## config.mk

```make
export PLATFORM = sky130hd
export DESIGN_NAME = icf_ctrl
export DESIGN_NICKNAME = d
export VERILOG_FILES = /design/src/icf_pkg.sv /design/src/icf_ctrl.sv
export SDC_FILE = /design/constraint.sdc
export NUM_CORES = 1
export LEC_CHECK = 0
export BUFFER_PORTS_ARGS = -buffer_cell sky130_fd_sc_hd__buf_2
export CORE_MARGIN = 4
export CORE_UTILIZATION = 56
export CTS_BUF_LIST = sky130_fd_sc_hd__clkbuf_4 sky130_fd_sc_hd__clkbuf_8
export DETAILED_ROUTE_END_ITERATION = 6
export GPL_ROUTABILITY_DRIVEN = 0
export HOLD_SLACK_MARGIN = 0.03
export MAX_ROUTING_LAYER = met4
export PLACE_DENSITY_LB_ADDON = 0.12
export SLEW_MARGIN = 30
export SYNTH_ARGS = -nofsm -noshare
export SYNTH_HDL_FRONTEND = slang
export SYNTH_SLANG_ARGS = --single-unit
```

## constraint.sdc

```tcl
create_clock -name core_clk -period 2.7 [get_ports core_clk]
set_clock_uncertainty 0.05 [all_clocks]
set_input_delay 0.27 -clock core_clk [delete_from_list [all_inputs] [get_ports core_clk]]
set_output_delay 0.27 -clock core_clk [all_outputs]
set_load 0.05 [all_outputs]
```

## src/icf_pkg.sv

```systemverilog
// Shared constants and carrier types of the control-flag block
`default_nettype none
package icf_pkg;
  // ****************************************
  // Register map (byte addresses)
  // ****************************************
  localparam logic [7:0] CTRL_ADDR = 8'hd8;    // Control flags
  localparam logic [7:0] OWNADR_ADDR = 8'hdc;  // Own slave address, gc bit
  localparam logic [7:0] SCLH_ADDR = 8'he0;    // SCL high period
  localparam logic [7:0] SCLL_ADDR = 8'he4;    // SCL low period
  localparam logic [7:0] STAT_ADDR = 8'he8;    // Block status, read only
  // ****************************************
  // Control register field positions
  // ****************************************
  localparam int B_SRC = 0;    // SCL source select
  localparam int B_ACK = 2;    // Acknowledge enable
  localparam int B_SI = 3;     // Transfer event flag
  localparam int B_HALT = 4;   // Halt condition request
  localparam int B_BEGIN = 5;  // Begin condition request
  localparam int B_EN = 6;     // Interface enable
  localparam int B_GC = 0;     // General call enable in own address
  // ****************************************
  // Reset values and constants
  // ****************************************
  localparam logic [7:0] SCLH_RST = 8'h04;  // Default high period
  localparam logic [7:0] SCLL_RST = 8'h04;  // Default low period
  localparam logic [7:0] GC_ADDR = 8'h00;   // General call address
  localparam logic [31:0] UNMAPPED_RD = 32'h0000_0000;  // Unmapped reads
  // Sequencer states
  typedef enum logic [2:0] {
    ST_IDLE = 3'b000,   // Slave, not master
    ST_WAIT = 3'b001,   // Waiting for bus free
    ST_HALF = 3'b010,   // Half period delay after stop
    ST_BEGIN = 3'b011,  // Driving begin condition
    ST_MSTR = 3'b100,   // Master, clocking bytes
    ST_HLO = 3'b101,    // Halt, low phase
    ST_HHI = 3'b110,    // Halt, waiting for halt on bus
    ST_RBEG = 3'b111    // Repeated begin setup
  } icf_state_type;
  // Events from the byte engine
  typedef struct packed {
    logic state_enter;  // Pulse: a defined bus state was entered
    logic ack_slot;     // Level: acknowledge clock slot now
    logic addr_phase;   // Level: the byte just taken is an address
    logic rx_mode;      // Level: master rx or addressed slave rx
    logic [7:0] rx_byte;  // Byte just received
  } icf_evt_type;
  // Avalon-MM request
  typedef struct packed {
    logic read;
    logic write;
    logic [7:0] address;
    logic [31:0] writedata;
  } icf_av_req_type;
endpackage : icf_pkg
`default_nettype wire

```

## src/icf_ctrl.sv

```systemverilog
// Control-flag logic of a byte-oriented two-wire bus interface
// Function
// - Source select picks timer overflow or generator
// - Acknowledge own or general call address
// - Acknowledge data in master or slave receive
// - Acknowledge disabled leaves data line high
// - Any defined state entry sets event flag
// - Interrupt while flag and both enables set
// - Master halt request sends halt, self clears
// - Slave halt request makes internal halt only
// - Slave halt returns unaddressed, clears request
// - Begin request enters master, begins if free
// - Busy bus: wait halt, then half period
// - Begin request while master gives repeated begin
// - Begin request accepted in any state
// - Enable bit switches sequencer, flag setting, ack and pins on, off
// - Timer source bit rate is overflow half
// - Both requests: halt then begin, slave internal
// - Generator holds clock high, low periods
// - General call recognised only when enabled
`default_nettype none
module icf_ctrl (
  input wire logic core_clk,
  input wire logic sys_rst,
  input wire icf_pkg::icf_av_req_type av_req,
  output logic [31:0] av_readdata,
  output logic av_waitrequest,
  input wire icf_pkg::icf_evt_type evt,
  input wire logic t1_ovf,
  input wire logic global_irq_enable,
  input wire logic bus_irq_enable,
  input wire logic scl_in,
  output logic scl_out,
  output logic scl_oe_n,
  input wire logic sda_in,
  output logic sda_out,
  output logic sda_oe_n,
  output logic irq,
  output logic master_mode,
  output logic internal_halt
);
  // ****************************************
  // State record
  // ****************************************
  typedef struct packed {
    logic en;          // Interface enable
    logic begin_req;   // Begin condition request
    logic halt_req;    // Halt condition request
    logic si;          // Transfer event flag
    logic ack_en;      // Acknowledge enable
    logic src_sel;     // SCL source select
    logic [7:0] own;   // Own address and gc bit
    logic [7:0] sclh;  // High period
    logic [7:0] scll;  // Low period
    icf_pkg::icf_state_type st;  // Sequencer state
    logic [7:0] cnt;   // Phase counter
    logic scl_rel;     // SCL released
    logic sda_rel;     // SDA released
    logic [2:0] scl_s; // SCL synchroniser
    logic [2:0] sda_s; // SDA synchroniser
    logic scl_f;       // Filtered SCL
    logic sda_f;       // Filtered SDA
    logic busy;        // Bus busy
    logic waited;      // A busy bus was seen
    logic begun;       // Request already served
    logic irq;         // Interrupt output
    logic ihalt;       // Internal halt pulse
    logic [31:0] rdata;  // Read data
    logic wreq;        // Waitrequest
    logic mstr;        // Master mode output
  } icf_st_type;

  icf_st_type st_r;    // Registered state
  icf_st_type st_nxt;  // Next state

  // Reload value for an N cycle phase
  function automatic logic [7:0] icf_load(input logic [7:0] n);
    icf_load = (n == 8'h00) ? 8'h00 : n - 8'h01;
  endfunction : icf_load

  // Phase end: timer overflow or counter expiry
  function automatic logic icf_tick(input logic sel, input logic ovf,
                                    input logic [7:0] c);
    icf_tick = sel ? ovf : (c == 8'h00);
  endfunction : icf_tick

  logic go;           // Request accepted this edge
  logic wr_go;        // Write takes effect
  logic tick;         // Phase end
  logic sda_rise;     // Filtered SDA rise, SCL high
  logic sda_fall;     // Filtered SDA fall, SCL high
  logic addr_hit;     // Address byte addresses us
  logic ack_now;      // Pull SDA low for acknowledge

  // ****************************************
  // Next state
  // ****************************************
  always_comb begin
    st_nxt = st_r;
    go = (av_req.read | av_req.write) & ~st_r.wreq;
    wr_go = go & av_req.write;
    tick = icf_tick(st_r.src_sel, t1_ovf, st_r.cnt);
    addr_hit = 1'b0;
    ack_now = 1'b0;
    // Bus slave handshake, one wait cycle per access
    st_nxt.wreq = ~((av_req.read | av_req.write) & st_r.wreq);
    if ((av_req.read | av_req.write) & st_r.wreq) begin
      case (av_req.address)
        icf_pkg::CTRL_ADDR: begin
          st_nxt.rdata = '0;
          st_nxt.rdata[icf_pkg::B_SRC] = st_r.src_sel;
          st_nxt.rdata[icf_pkg::B_ACK] = st_r.ack_en;
          st_nxt.rdata[icf_pkg::B_SI] = st_r.si;
          st_nxt.rdata[icf_pkg::B_HALT] = st_r.halt_req;
          st_nxt.rdata[icf_pkg::B_BEGIN] = st_r.begin_req;
          st_nxt.rdata[icf_pkg::B_EN] = st_r.en;
        end
        icf_pkg::OWNADR_ADDR: st_nxt.rdata = {24'h000000, st_r.own};
        icf_pkg::SCLH_ADDR: st_nxt.rdata = {24'h000000, st_r.sclh};
        icf_pkg::SCLL_ADDR: st_nxt.rdata = {24'h000000, st_r.scll};
        // Status: busy, master, sequencer state
        icf_pkg::STAT_ADDR: st_nxt.rdata = {27'h0000000, st_r.busy,
                                           st_r.st != icf_pkg::ST_IDLE,
                                           st_r.st};
        default: st_nxt.rdata = icf_pkg::UNMAPPED_RD;
      endcase
    end
    // Register writes
    if (wr_go) begin
      case (av_req.address)
        icf_pkg::CTRL_ADDR: begin
          st_nxt.en = av_req.writedata[icf_pkg::B_EN];
          st_nxt.begin_req = av_req.writedata[icf_pkg::B_BEGIN];
          st_nxt.halt_req = av_req.writedata[icf_pkg::B_HALT];
          st_nxt.ack_en = av_req.writedata[icf_pkg::B_ACK];
          st_nxt.src_sel = av_req.writedata[icf_pkg::B_SRC];
          // Zero clears the flag, one is ignored
          if (!av_req.writedata[icf_pkg::B_SI])
            st_nxt.si = 1'b0;
          // A fresh begin request may be served again
          if (av_req.writedata[icf_pkg::B_BEGIN])
            st_nxt.begun = 1'b0;
        end
        icf_pkg::OWNADR_ADDR: st_nxt.own = av_req.writedata[7:0];
        icf_pkg::SCLH_ADDR: st_nxt.sclh = av_req.writedata[7:0];
        icf_pkg::SCLL_ADDR: st_nxt.scll = av_req.writedata[7:0];
        default: st_nxt.en = st_nxt.en;
      endcase
    end
    // Pin synchronisers, change counts when stages two and three agree
    st_nxt.scl_s = {st_r.scl_s[1:0], scl_in};
    st_nxt.sda_s = {st_r.sda_s[1:0], sda_in};
    if (st_r.scl_s[1] == st_r.scl_s[2])
      st_nxt.scl_f = st_r.scl_s[2];
    if (st_r.sda_s[1] == st_r.sda_s[2])
      st_nxt.sda_f = st_r.sda_s[2];
    sda_rise = st_r.scl_f & st_nxt.scl_f & ~st_r.sda_f & st_nxt.sda_f;
    sda_fall = st_r.scl_f & st_nxt.scl_f & st_r.sda_f & ~st_nxt.sda_f;
    // Bus busy between begin and halt on the wire
    if (sda_fall)
      st_nxt.busy = 1'b1;
    else if (sda_rise)
      st_nxt.busy = 1'b0;
    // Event flag, set wins over a software clear
    if (st_r.en & evt.state_enter)
      st_nxt.si = 1'b1;
    // Interrupt request follows the flag and both enables
    st_nxt.irq = st_nxt.si & global_irq_enable & bus_irq_enable;
    // Address recognition, general call only with gc bit set
    addr_hit = (evt.rx_byte[7:1] == st_r.own[7:1]) |
               ((evt.rx_byte == icf_pkg::GC_ADDR) &
                st_r.own[icf_pkg::B_GC]);
    // Acknowledge slot drive
    ack_now = st_r.en & evt.ack_slot & st_r.ack_en &
              (evt.addr_phase ? addr_hit : evt.rx_mode);
    st_nxt.ihalt = 1'b0;
    // Phase counter runs down and rests at zero
    st_nxt.cnt = icf_load(st_r.cnt);
    // Sequencer
    case (st_r.st)
      icf_pkg::ST_IDLE: begin
        st_nxt.scl_rel = 1'b1;
        st_nxt.sda_rel = ~ack_now;
        if (st_r.en & st_r.halt_req) begin
          // Slave halt: internal only, back to unaddressed
          st_nxt.halt_req = 1'b0;
          st_nxt.ihalt = 1'b1;
        end else if (st_r.en & st_r.begin_req & ~st_r.begun) begin
          st_nxt.st = icf_pkg::ST_WAIT;
          st_nxt.waited = 1'b0;
        end
      end
      icf_pkg::ST_WAIT: begin
        if (st_r.busy) begin
          st_nxt.waited = 1'b1;
        end else if (st_r.waited) begin
          st_nxt.st = icf_pkg::ST_HALF;
          st_nxt.cnt = icf_load(st_r.sclh);
        end else begin
          st_nxt.st = icf_pkg::ST_BEGIN;
          st_nxt.cnt = icf_load(st_r.sclh);
        end
      end
      icf_pkg::ST_HALF: begin
        if (tick) begin
          st_nxt.st = icf_pkg::ST_BEGIN;
          st_nxt.cnt = icf_load(st_r.sclh);
        end
      end
      icf_pkg::ST_BEGIN: begin
        // Data low while clock high
        st_nxt.scl_rel = 1'b1;
        st_nxt.sda_rel = 1'b0;
        if (tick) begin
          st_nxt.st = icf_pkg::ST_MSTR;
          st_nxt.begun = 1'b1;
          st_nxt.scl_rel = 1'b0;
          st_nxt.cnt = icf_load(st_r.scll);
        end
      end
      icf_pkg::ST_MSTR: begin
        st_nxt.sda_rel = ~ack_now;
        // Clock: overflow toggles (rate halves) or high/low counts
        if (tick) begin
          st_nxt.scl_rel = ~st_r.scl_rel;
          st_nxt.cnt = st_r.scl_rel ? icf_load(st_r.scll)
                                    : icf_load(st_r.sclh);
        end
        if (st_r.halt_req & tick & st_r.scl_rel) begin
          st_nxt.st = icf_pkg::ST_HLO;
          st_nxt.scl_rel = 1'b0;
          st_nxt.cnt = icf_load(st_r.scll);
        end else if (st_r.begin_req & ~st_r.begun & tick & st_r.scl_rel)
        begin
          st_nxt.st = icf_pkg::ST_RBEG;
          st_nxt.scl_rel = 1'b0;
          st_nxt.cnt = icf_load(st_r.scll);
        end
      end
      icf_pkg::ST_RBEG: begin
        // Data released, then clock released, then begin
        st_nxt.sda_rel = 1'b1;
        if (tick & ~st_r.scl_rel) begin
          st_nxt.scl_rel = 1'b1;
          st_nxt.cnt = icf_load(st_r.sclh);
        end else if (tick) begin
          st_nxt.st = icf_pkg::ST_BEGIN;
          st_nxt.cnt = icf_load(st_r.sclh);
        end
      end
      icf_pkg::ST_HLO: begin
        // Data low, clock low, then clock released
        st_nxt.sda_rel = 1'b0;
        if (tick & ~st_r.scl_rel) begin
          st_nxt.scl_rel = 1'b1;
          st_nxt.cnt = icf_load(st_r.sclh);
        end else if (tick) begin
          st_nxt.st = icf_pkg::ST_HHI;
          st_nxt.sda_rel = 1'b1;
        end
      end
      icf_pkg::ST_HHI: begin
        st_nxt.sda_rel = 1'b1;
        // Halt seen on the wire clears the request
        if (sda_rise) begin
          st_nxt.halt_req = 1'b0;
          st_nxt.begun = 1'b0;
          st_nxt.waited = 1'b0;
          st_nxt.st = st_r.begin_req ? icf_pkg::ST_WAIT
                                     : icf_pkg::ST_IDLE;
        end
      end
      default: st_nxt.st = icf_pkg::ST_IDLE;
    endcase
    // Disabled: function off, pins released
    if (!st_r.en) begin
      st_nxt.st = icf_pkg::ST_IDLE;
      st_nxt.scl_rel = 1'b1;
      st_nxt.sda_rel = 1'b1;
    end
    st_nxt.mstr = (st_nxt.st != icf_pkg::ST_IDLE);
  end

  // ****************************************
  // State register
  // ****************************************
  always_ff @(posedge core_clk) begin
    if (sys_rst) begin
      st_r <= '0;
      st_r.sclh <= icf_pkg::SCLH_RST;
      st_r.scll <= icf_pkg::SCLL_RST;
      st_r.st <= icf_pkg::ST_IDLE;
      st_r.scl_rel <= 1'b1;
      st_r.sda_rel <= 1'b1;
      st_r.scl_s <= 3'h7;
      st_r.sda_s <= 3'h7;
      st_r.scl_f <= 1'b1;
      st_r.sda_f <= 1'b1;
      st_r.wreq <= 1'b1;
    end else begin
      st_r <= st_nxt;
    end
  end

  // Outputs straight from the state record
  assign av_readdata = st_r.rdata;
  assign av_waitrequest = st_r.wreq;
  assign scl_out = st_r.scl_rel;
  assign scl_oe_n = st_r.scl_rel;
  assign sda_out = st_r.sda_rel;
  assign sda_oe_n = st_r.sda_rel;
  assign irq = st_r.irq;
  assign master_mode = st_r.mstr;
  assign internal_halt = st_r.ihalt;

  // ****************************************
  // Checks
  // ****************************************
  property p_si_set;
    @(posedge core_clk) disable iff (sys_rst)
    st_r.en & evt.state_enter |=> st_r.si;
  endproperty
  a_si_set: assert property (p_si_set) else $error("flag not set");
  property p_irq;
    @(posedge core_clk) disable iff (sys_rst)
    st_r.si & global_irq_enable & bus_irq_enable ##1
    (global_irq_enable & bus_irq_enable & st_r.si) |-> irq;
  endproperty
  a_irq: assert property (p_irq) else $error("irq missing");
  property p_w1_si;
    @(posedge core_clk) disable iff (sys_rst)
    !st_r.si & !evt.state_enter |=> !st_r.si;
  endproperty
  a_w1_si: assert property (p_w1_si) else $error("flag self set");
  property p_ack;
    @(posedge core_clk) disable iff (sys_rst)
    ack_now & (st_r.st == icf_pkg::ST_IDLE) |=> !sda_oe_n;
  endproperty
  a_ack: assert property (p_ack) else $error("no ack drive");
  property p_nack;
    @(posedge core_clk) disable iff (sys_rst)
    evt.ack_slot & !st_r.ack_en & (st_r.st == icf_pkg::ST_IDLE)
    |=> sda_oe_n;
  endproperty
  a_nack: assert property (p_nack) else $error("ack while off");
  property p_slave_halt;
    @(posedge core_clk) disable iff (sys_rst)
    st_r.en & st_r.halt_req & (st_r.st == icf_pkg::ST_IDLE)
    |=> internal_halt & !st_r.halt_req & scl_oe_n;
  endproperty
  a_slave_halt: assert property (p_slave_halt)
    else $error("slave halt");
  property p_halt_clr;
    @(posedge core_clk) disable iff (sys_rst)
    (st_r.st == icf_pkg::ST_HHI) & sda_rise & st_r.en |=> !st_r.halt_req;
  endproperty
  a_halt_clr: assert property (p_halt_clr)
    else $error("halt not cleared");
  property p_off;
    @(posedge core_clk) disable iff (sys_rst)
    !st_r.en |=> !master_mode & scl_oe_n & sda_oe_n;
  endproperty
  a_off: assert property (p_off) else $error("active while off");
  property p_wait;
    @(posedge core_clk) disable iff (sys_rst)
    av_req.read & av_waitrequest |=> !av_waitrequest ##1 av_waitrequest;
  endproperty
  a_wait: assert property (p_wait) else $error("bus answer late");
  c_begin: cover property (@(posedge core_clk)
    st_r.st == icf_pkg::ST_BEGIN ##1 st_r.st == icf_pkg::ST_MSTR);
  c_rbeg: cover property (@(posedge core_clk)
    st_r.st == icf_pkg::ST_RBEG);
  c_halt: cover property (@(posedge core_clk)
    st_r.st == icf_pkg::ST_HHI ##1 st_r.st == icf_pkg::ST_IDLE);
endmodule : icf_ctrl
`default_nettype wire

```

==> impl_results.md, run 1 <==
* Status: completed
* Ys async rst share at 0%
* Ant diodes at 0
* Core area at between 6000 and 7000 um2
* WL/cell at 17.0 um
* Critical Path AT at around 2.7 ns
* Area Growth Syn to Fin at 11.1%
* WP buf/inv at 2
* Synth Warn # at 0
* Root buffer cell: clkbuf_8
* Pins Over Slew Limit at 0
* Area leader, netlist: dfxtp_1
* CP top delay family: compound AO/OA/AOI/OAI gates
* Setup WS pre-CTS at 0.313 ns
* PD cells at 651 nW/um2
* Worst skew pair latency at around 0.35 ns
* Comb pwr share at between 20% and 30%
* Routing usage on met1 at between 30 and 40%
* Gr ovfl total at 0
* Clk pwr share at about a third
* Die ar. at a little under 9000 um2
* Initial core utilization at between 50% and 60%
* DRT iter0 DRCs at ~430
* DRT antenna net count at 0
* Fin crit period at approximately 2.4 ns
* Synthesized area at just over 4000 um2
* Worst endpoint required time at about 3 ns
* Hold/Removal Path Class: in2reg
* Final WL at approximately 11000 um
* First-pass GRT wire length at roughly 18000 um
* Worst hold margin at between 0.04 and 0.05 ns
* Largest net degree at the start of global routing at 47
* Longest individual stage delay on the worst path at roughly 0.5 ns
* CTS Sinks at 66
* Post-synthesis sequential area ratio at about a third
* Synth unique cells at between 60 and 70
* DP HPWL at roughly 8200 um
* Fin crit share at roughly nine tenths
* Switch share at 34.5%
* Postcts setup bufs at 0
* Synth Area per Inst at 7.87 um2
* Final Total Pwr at 0.00294 W
* Max Freq at between 0.4 and 0.5 GHz
* Post-synth EDFFs at 0
* Htree depth at 3
* Initial antenna violation count at 0
* Grt peak-use layer: met2
* Chip height at about 93 um
* RSZ-0062 raised after global routing: false
* Layout cells sized above 1 at 17.8%
* CTS tree: built
* Worst-Margin Slew at 0.642 ns
* Top cell type's share of synthesized area at about a third
* CP Capture Type: flop
* Slew headroom at between 50% and 60%
* Final net count at about 620
* Startpoint Class: flop
* End-of-flow core utilization at 65.3%
* CTS resizes at 0
* Final Hold Fails at 0
* # DRC at 0
* DR pass1 iterations at 6
* Synth area leaders: dfxtp_1 33%, buf_4 6.5%, nand2_1 5.4%
* Hold Crit Depth at 2
* Synthesized flop and latch total at 66
* Vias in the first global route at 3669
* Standard-cell rows at 30
* Total track usage at between 20% and 30%
* CP max FO at 10
* GR Layer Usage met3 at under 10%
* Worst path depth at 8
* Crit Path Class: reg2reg
* Max cap viols at 0
* P_int at between 0.0015 and 0.002 W
* Vias/cell at 6.07
* CTS Buffer Depth at 2
* # port buffers at 52
* Primary FF master, synth: dfxtp_1
* Io pins at about 100
* DIE WIDTH at 93.1 um
* Total negative slack at 0 ns
* Leak at ~1.8 nW
* Final worst slack at around 0.26 ns
* Hold_buf cts at 0
* Sequential share of power at 36.9%
* Critical path's slowest cell: or4b_1
* Via Count at around 4000
* Critical path, cell by cell: inv_1, ha_1, or4b_1, o21ai_2, buf_4, o211ai_1, a221o_1, a31oi_1
* Gate count after technology mapping at between 500 and 600
* P_sw at approximately 0.0010 W
* Met2 Usage GRT at roughly two fifths
* Reg clk slew, reported paths at 0.08 ns
* Finish-stage setup viols at 0
* Num CTS Buffers at 9
* Largest vdd supply drop at roughly 0.0005 V
* Worst R2R Path Depth at 8
==> final timing paths <==
check / startpoint / end / slack [ns]
worst min register to register: st_nxt[42] / st_nxt[43] / 0.36
worst max register to register: st_r[49] / st_r[49] / 0.26
worst max-delay path: st_r[49] / st_r[49] / 0.26
worst min-delay path: scl_in / st_nxt[45] / 0.05
==> layer usage <==
metal  vias to the layer above  wire (um)
met4                         0        145
met2                       207       5140
met5                         -          0
met3                        19       1050
met1                      1865       4880
li1                       1902          -
==> metrics by stage <==
stage          std cells  cell area, um2
2_1_floorplan        539            4150
3_3_place_gp         642            4270
3_5_place_dp         642            4270
4_1_cts              658            4510
5_1_grt              658            4510
6_report             658            4510
==> state kept, by name (all words and copies together), names as in the netlist <==
name            count
st_r               48
st_nxt              4
av_readdata         8
scl_oe_n            1
master_mode         1
av_waitrequest      1
irq                 1
internal_halt       1
sda_oe_n            1
==> cells by family (layout without fill, tap and decap cells) <==
kind of cell / count (synthesis) / after routing / synth area share [%]
buffers and inverters: 72 / 95 / 10.1
multiplexers: 24 / 24 / 6.04
XOR/XNOR: 16 / 16 / 3.45
AND/OR/NAND/NOR: 193 / 193 / 23.4
other: 1 / 24 / 0.0924
AO/OA/AOI/OAI: 138 / 138 / 22.5
adder cells (fa/ha/maj): 6 / 6 / 1.85
flip-flops: 66 / 66 / 32.6
==> power groups by stage <==
stage / sequential [W] / clock [W] / combinational, W
after floorplan: 0.00109 / 0 / 0.000733
after global placement: 0.00110 / 0 / 0.000841
after detailed placement: 0.00111 / 0 / 0.000847
after CTS: 0.00108 / 0.00100 / 0.000854
after global routing: 0.00109 / 0.00104 / 0.000955
final: 0.00108 / 0.000983 / 0.000868
==> synth_stat cells (all sizes together), types with 5 or more instances <==
library cell / count
clkbuf: 21
nor2b: 9
a211oi: 7
nor2: 47
a22oi: 5
nor3b: 8
nor3: 14
nand3: 20
nand4: 6
buf: 39
a21oi: 43
o22ai: 7
xor2: 8
a21o: 5
mux2i: 20
o211ai: 7
inv: 12
ha: 6
nand2: 58
dfxtp: 66
xnor2: 8
a221oi: 9
o21ai: 23
or2: 6
nor4: 5
==> cell usage in the layout (no fill, tap or decap), drive strengths merged, types with 7 or more instances in the layout <==
| cell | n |
|---|---|
| nor3 | 14 |
| nand2 | 58 |
| buf | 67 |
| nor3b | 8 |
| inv | 13 |
| dfxtp | 66 |
| o21ai | 23 |
| conb | 24 |
| o22ai | 7 |
| xnor2 | 8 |
| nor2 | 47 |
| clkbuf | 11 |
| a21oi | 43 |
| a211oi | 7 |
| a221oi | 9 |
| nand3 | 20 |
| mux2i | 20 |
| xor2 | 8 |
| nor2b | 9 |
| o211ai | 7 |
==> cell type report <==
| cell class | instances | area (um2) |
|---|---|---|
| fill | 642 | 2400 |
| multi-input combinational | 401 | 2410 |
| sequential | 66 | 1320 |
| inverter | 12 | 45.0 |
| tap | 96 | 120 |
| clock inverter | 5 | 85.1 |
| clock buffer | 11 | 151 |
| timing repair buffer | 67 | 373 |
Note: power is estimated with default switching activity, not from simulation.
==> inputs of run 2 (changes only) <==
Settings changed: PLACE_DENSITY_LB_ADDON 0.12 to 0.05, REMOVE_ABC_BUFFERS set to 1.
==> run 2 against run 1 <==
  * Fmax shrank 0.55%
  * Die area unchanged
  * Combinational power increased by 3.8%
  * Register-to-register slack is essentially flat
  * Largest cell class unchanged
  * Critical path depth is 1 higher
  * Hold slack is essentially flat
  * Highest routed layer unchanged
  * Count of clock-buffer cells in the layout stayed put
==> impl_results.md, run 2 (same netlist as run 1, synthesis figures left out) <==
* Final worst slack at 0.250 ns (-0.0134 ns)
* Via Count at 3927 (-1.7%)
* Ant diodes at 0 (unchanged)
* Leak at 1.79 nW (about the same)
* Status: completed
* Vias/cell at 5.96 (-1.8%)
* Htree depth at 3 (unchanged)
* Worst-Margin Slew at 0.606 ns (-0.0356 ns)
* Worst endpoint required time at 2.88 ns (-0.04 ns)
* Pins Over Slew Limit at 0 (unchanged)
* Largest net degree at the start of global routing at 47 (unchanged)
* Most frequent cells in the layout: 66 x dfxtp_1, 58 x nand2_1, 52 x buf_2
* DRT iter0 DRCs at 266 (-38%)
* Worst skew pair latency at 0.36 ns (about the same)
* Design Area, Final at 4500 um2 (-0.14%)
* Setup WS pre-CTS at 0.282 ns (-0.0314 ns)
* Max cap viols at 0 (unchanged)
* Placed insts at 643 (+0.16%)
* Initial antenna violation count at 0 (unchanged)
* Fin crit share at 90.7% (+0.50 points)
* Gr ovfl total at 0 (unchanged)
* Postcts setup bufs at 0 (unchanged)
* # port buffers at 52 (unchanged)
* Fin crit period at 2.45 ns (+0.0134 ns)
* Area Growth Syn to Fin at 10.9%
* WL/cell at 16.7 um (-2.2%)
* Total negative slack at 0 ns (unchanged)
* Initial core utilization at 58.8% (unchanged)
* # DRC at 0 (unchanged)
* CTS resizes at 0 (unchanged)
* PD cells at 652 nW/um2 (+0.15%)
* Final cell count without fillers at 659 (+0.15%)
* Vias in the first global route at 3711 (+1.1%)
* Core area at 6910 um2 (unchanged)
* R2R setup slack at 0.25 ns (about the same)
* Die ar. at 8670 um2 (unchanged)
* Slew headroom at 59.3% (+2.2 points)
* Largest vdd supply drop at 0.000401 V (-20%)
* DRT antenna net count at 0 (unchanged)
* Standard-cell rows at 30 (unchanged)
* Reg clk slew, reported paths at 0.07 ns (about the same)
* Num CTS Buffers at 9 (unchanged)
* RSZ-0062 raised after global routing: false
* End-of-flow core utilization at 65.2% (-0.091 points)
* Startpoint Class: flop
* Critical Path AT at 2.63 ns (-0.03 ns)
* CTS Buffer Depth at 2 (unchanged)
* Chip height at 93.1 um (unchanged)
* Commonest non-fill, non-tap cell in the layout: dfxtp_1
* CTS tree: built
* Max FFs per register at 48 (unchanged)
* Crit Path Class: reg2reg
* Final net count at 625 (+0.16%)
* Max Freq at 0.408 GHz (-0.55%)
* DIE WIDTH at 93.1 um (unchanged)
* Root buffer cell: clkbuf_8
* Final Hold Fails at 0 (unchanged)
* Total track usage at 27.2% (+0.23 points)
* Final WL at 11000 um (-2.1%)
* DP HPWL at 7980 um (-3.2%)
* Finish-stage setup viols at 0 (unchanged)
* Io pins at 101 (unchanged)
* Layout cells sized above 1 at 17.9% (+0.15 points)
* Largest register by flop count: st_r
* First-pass GRT wire length at 18400 um (+2.5%)
* Hold_buf cts at 0 (unchanged)
* CP max FO at 7 (-3)
* CTS Sinks at 66 (unchanged)
* Hold/Removal Path Class: in2reg
* Post-DP Area at 4280 um2 (+0.18%)
* CP Capture Type: flop
* DR pass1 iterations at 4 (-2)
==> run 2: cell count changes in the layout (fill, tap and decap cells not counted) <==
cell      change
clkinv_2      +2
buf_4         +1
clkbuf_4      +1
clkbuf_8      -1
clkinv_4      -1
inv_6         -1
==> run 2: through the flow <==
step / total power, W / hold WS, ns
global placement: 0.00196 / 0.346
CTS: 0.00293 / 0.0404
detailed placement: 0.00198 / 0.345
finish: 0.00294 / 0.0482
floorplan: 0.00174 / 0.289
global route: 0.00308 / 0.0526
==> run 2: worst max-delay path: stages (launching register included) <==
cell,delay (ns)
dfxtp_1,0.33
inv_1,0.11
ha_1,0.19
or4b_1,0.52
o21ai_2,0.23
buf_4,0.20
nand2_1,0.10
a21oi_1,0.14
o31ai_1,0.10
a221oi_1,0.35
==> run 2: final timing paths <==
kind / start / end / depth (start not counted)
min reg2reg: st_nxt[42] / st_nxt[43] / 1
min: sda_in / st_nxt[42] / 2
max reg2reg: st_r[49] / st_r[51] / 9
max: st_r[49] / st_r[51] / 9
==> run 2: cell type report <==
type                       count  area (um2)
multi-input combinational    401        2410
tap                           96         120
clock inverter                 5        77.6
fill                         634        2400
inverter                      12        45.0
sequential                    66        1320
clock buffer                  11         145
timing repair buffer          68         380
==> run 2: report_power, final <==
part,internal (W),switching (W)
Clock,0.000552,0.000400
Combinational,0.000331,0.000570
Sequential,0.00103,0.0000522
==> run 2: per-layer routing <==
layer  GRT usage (%)  part of all wire [%]  vias to the layer above
li1                -                     -                     1898
met5               -                     0                        -
met2            40.9                    45                      164
met1            37.1                    46                     1839
met4            9.04                   2.1                        0
met3            4.91                   6.8                       26
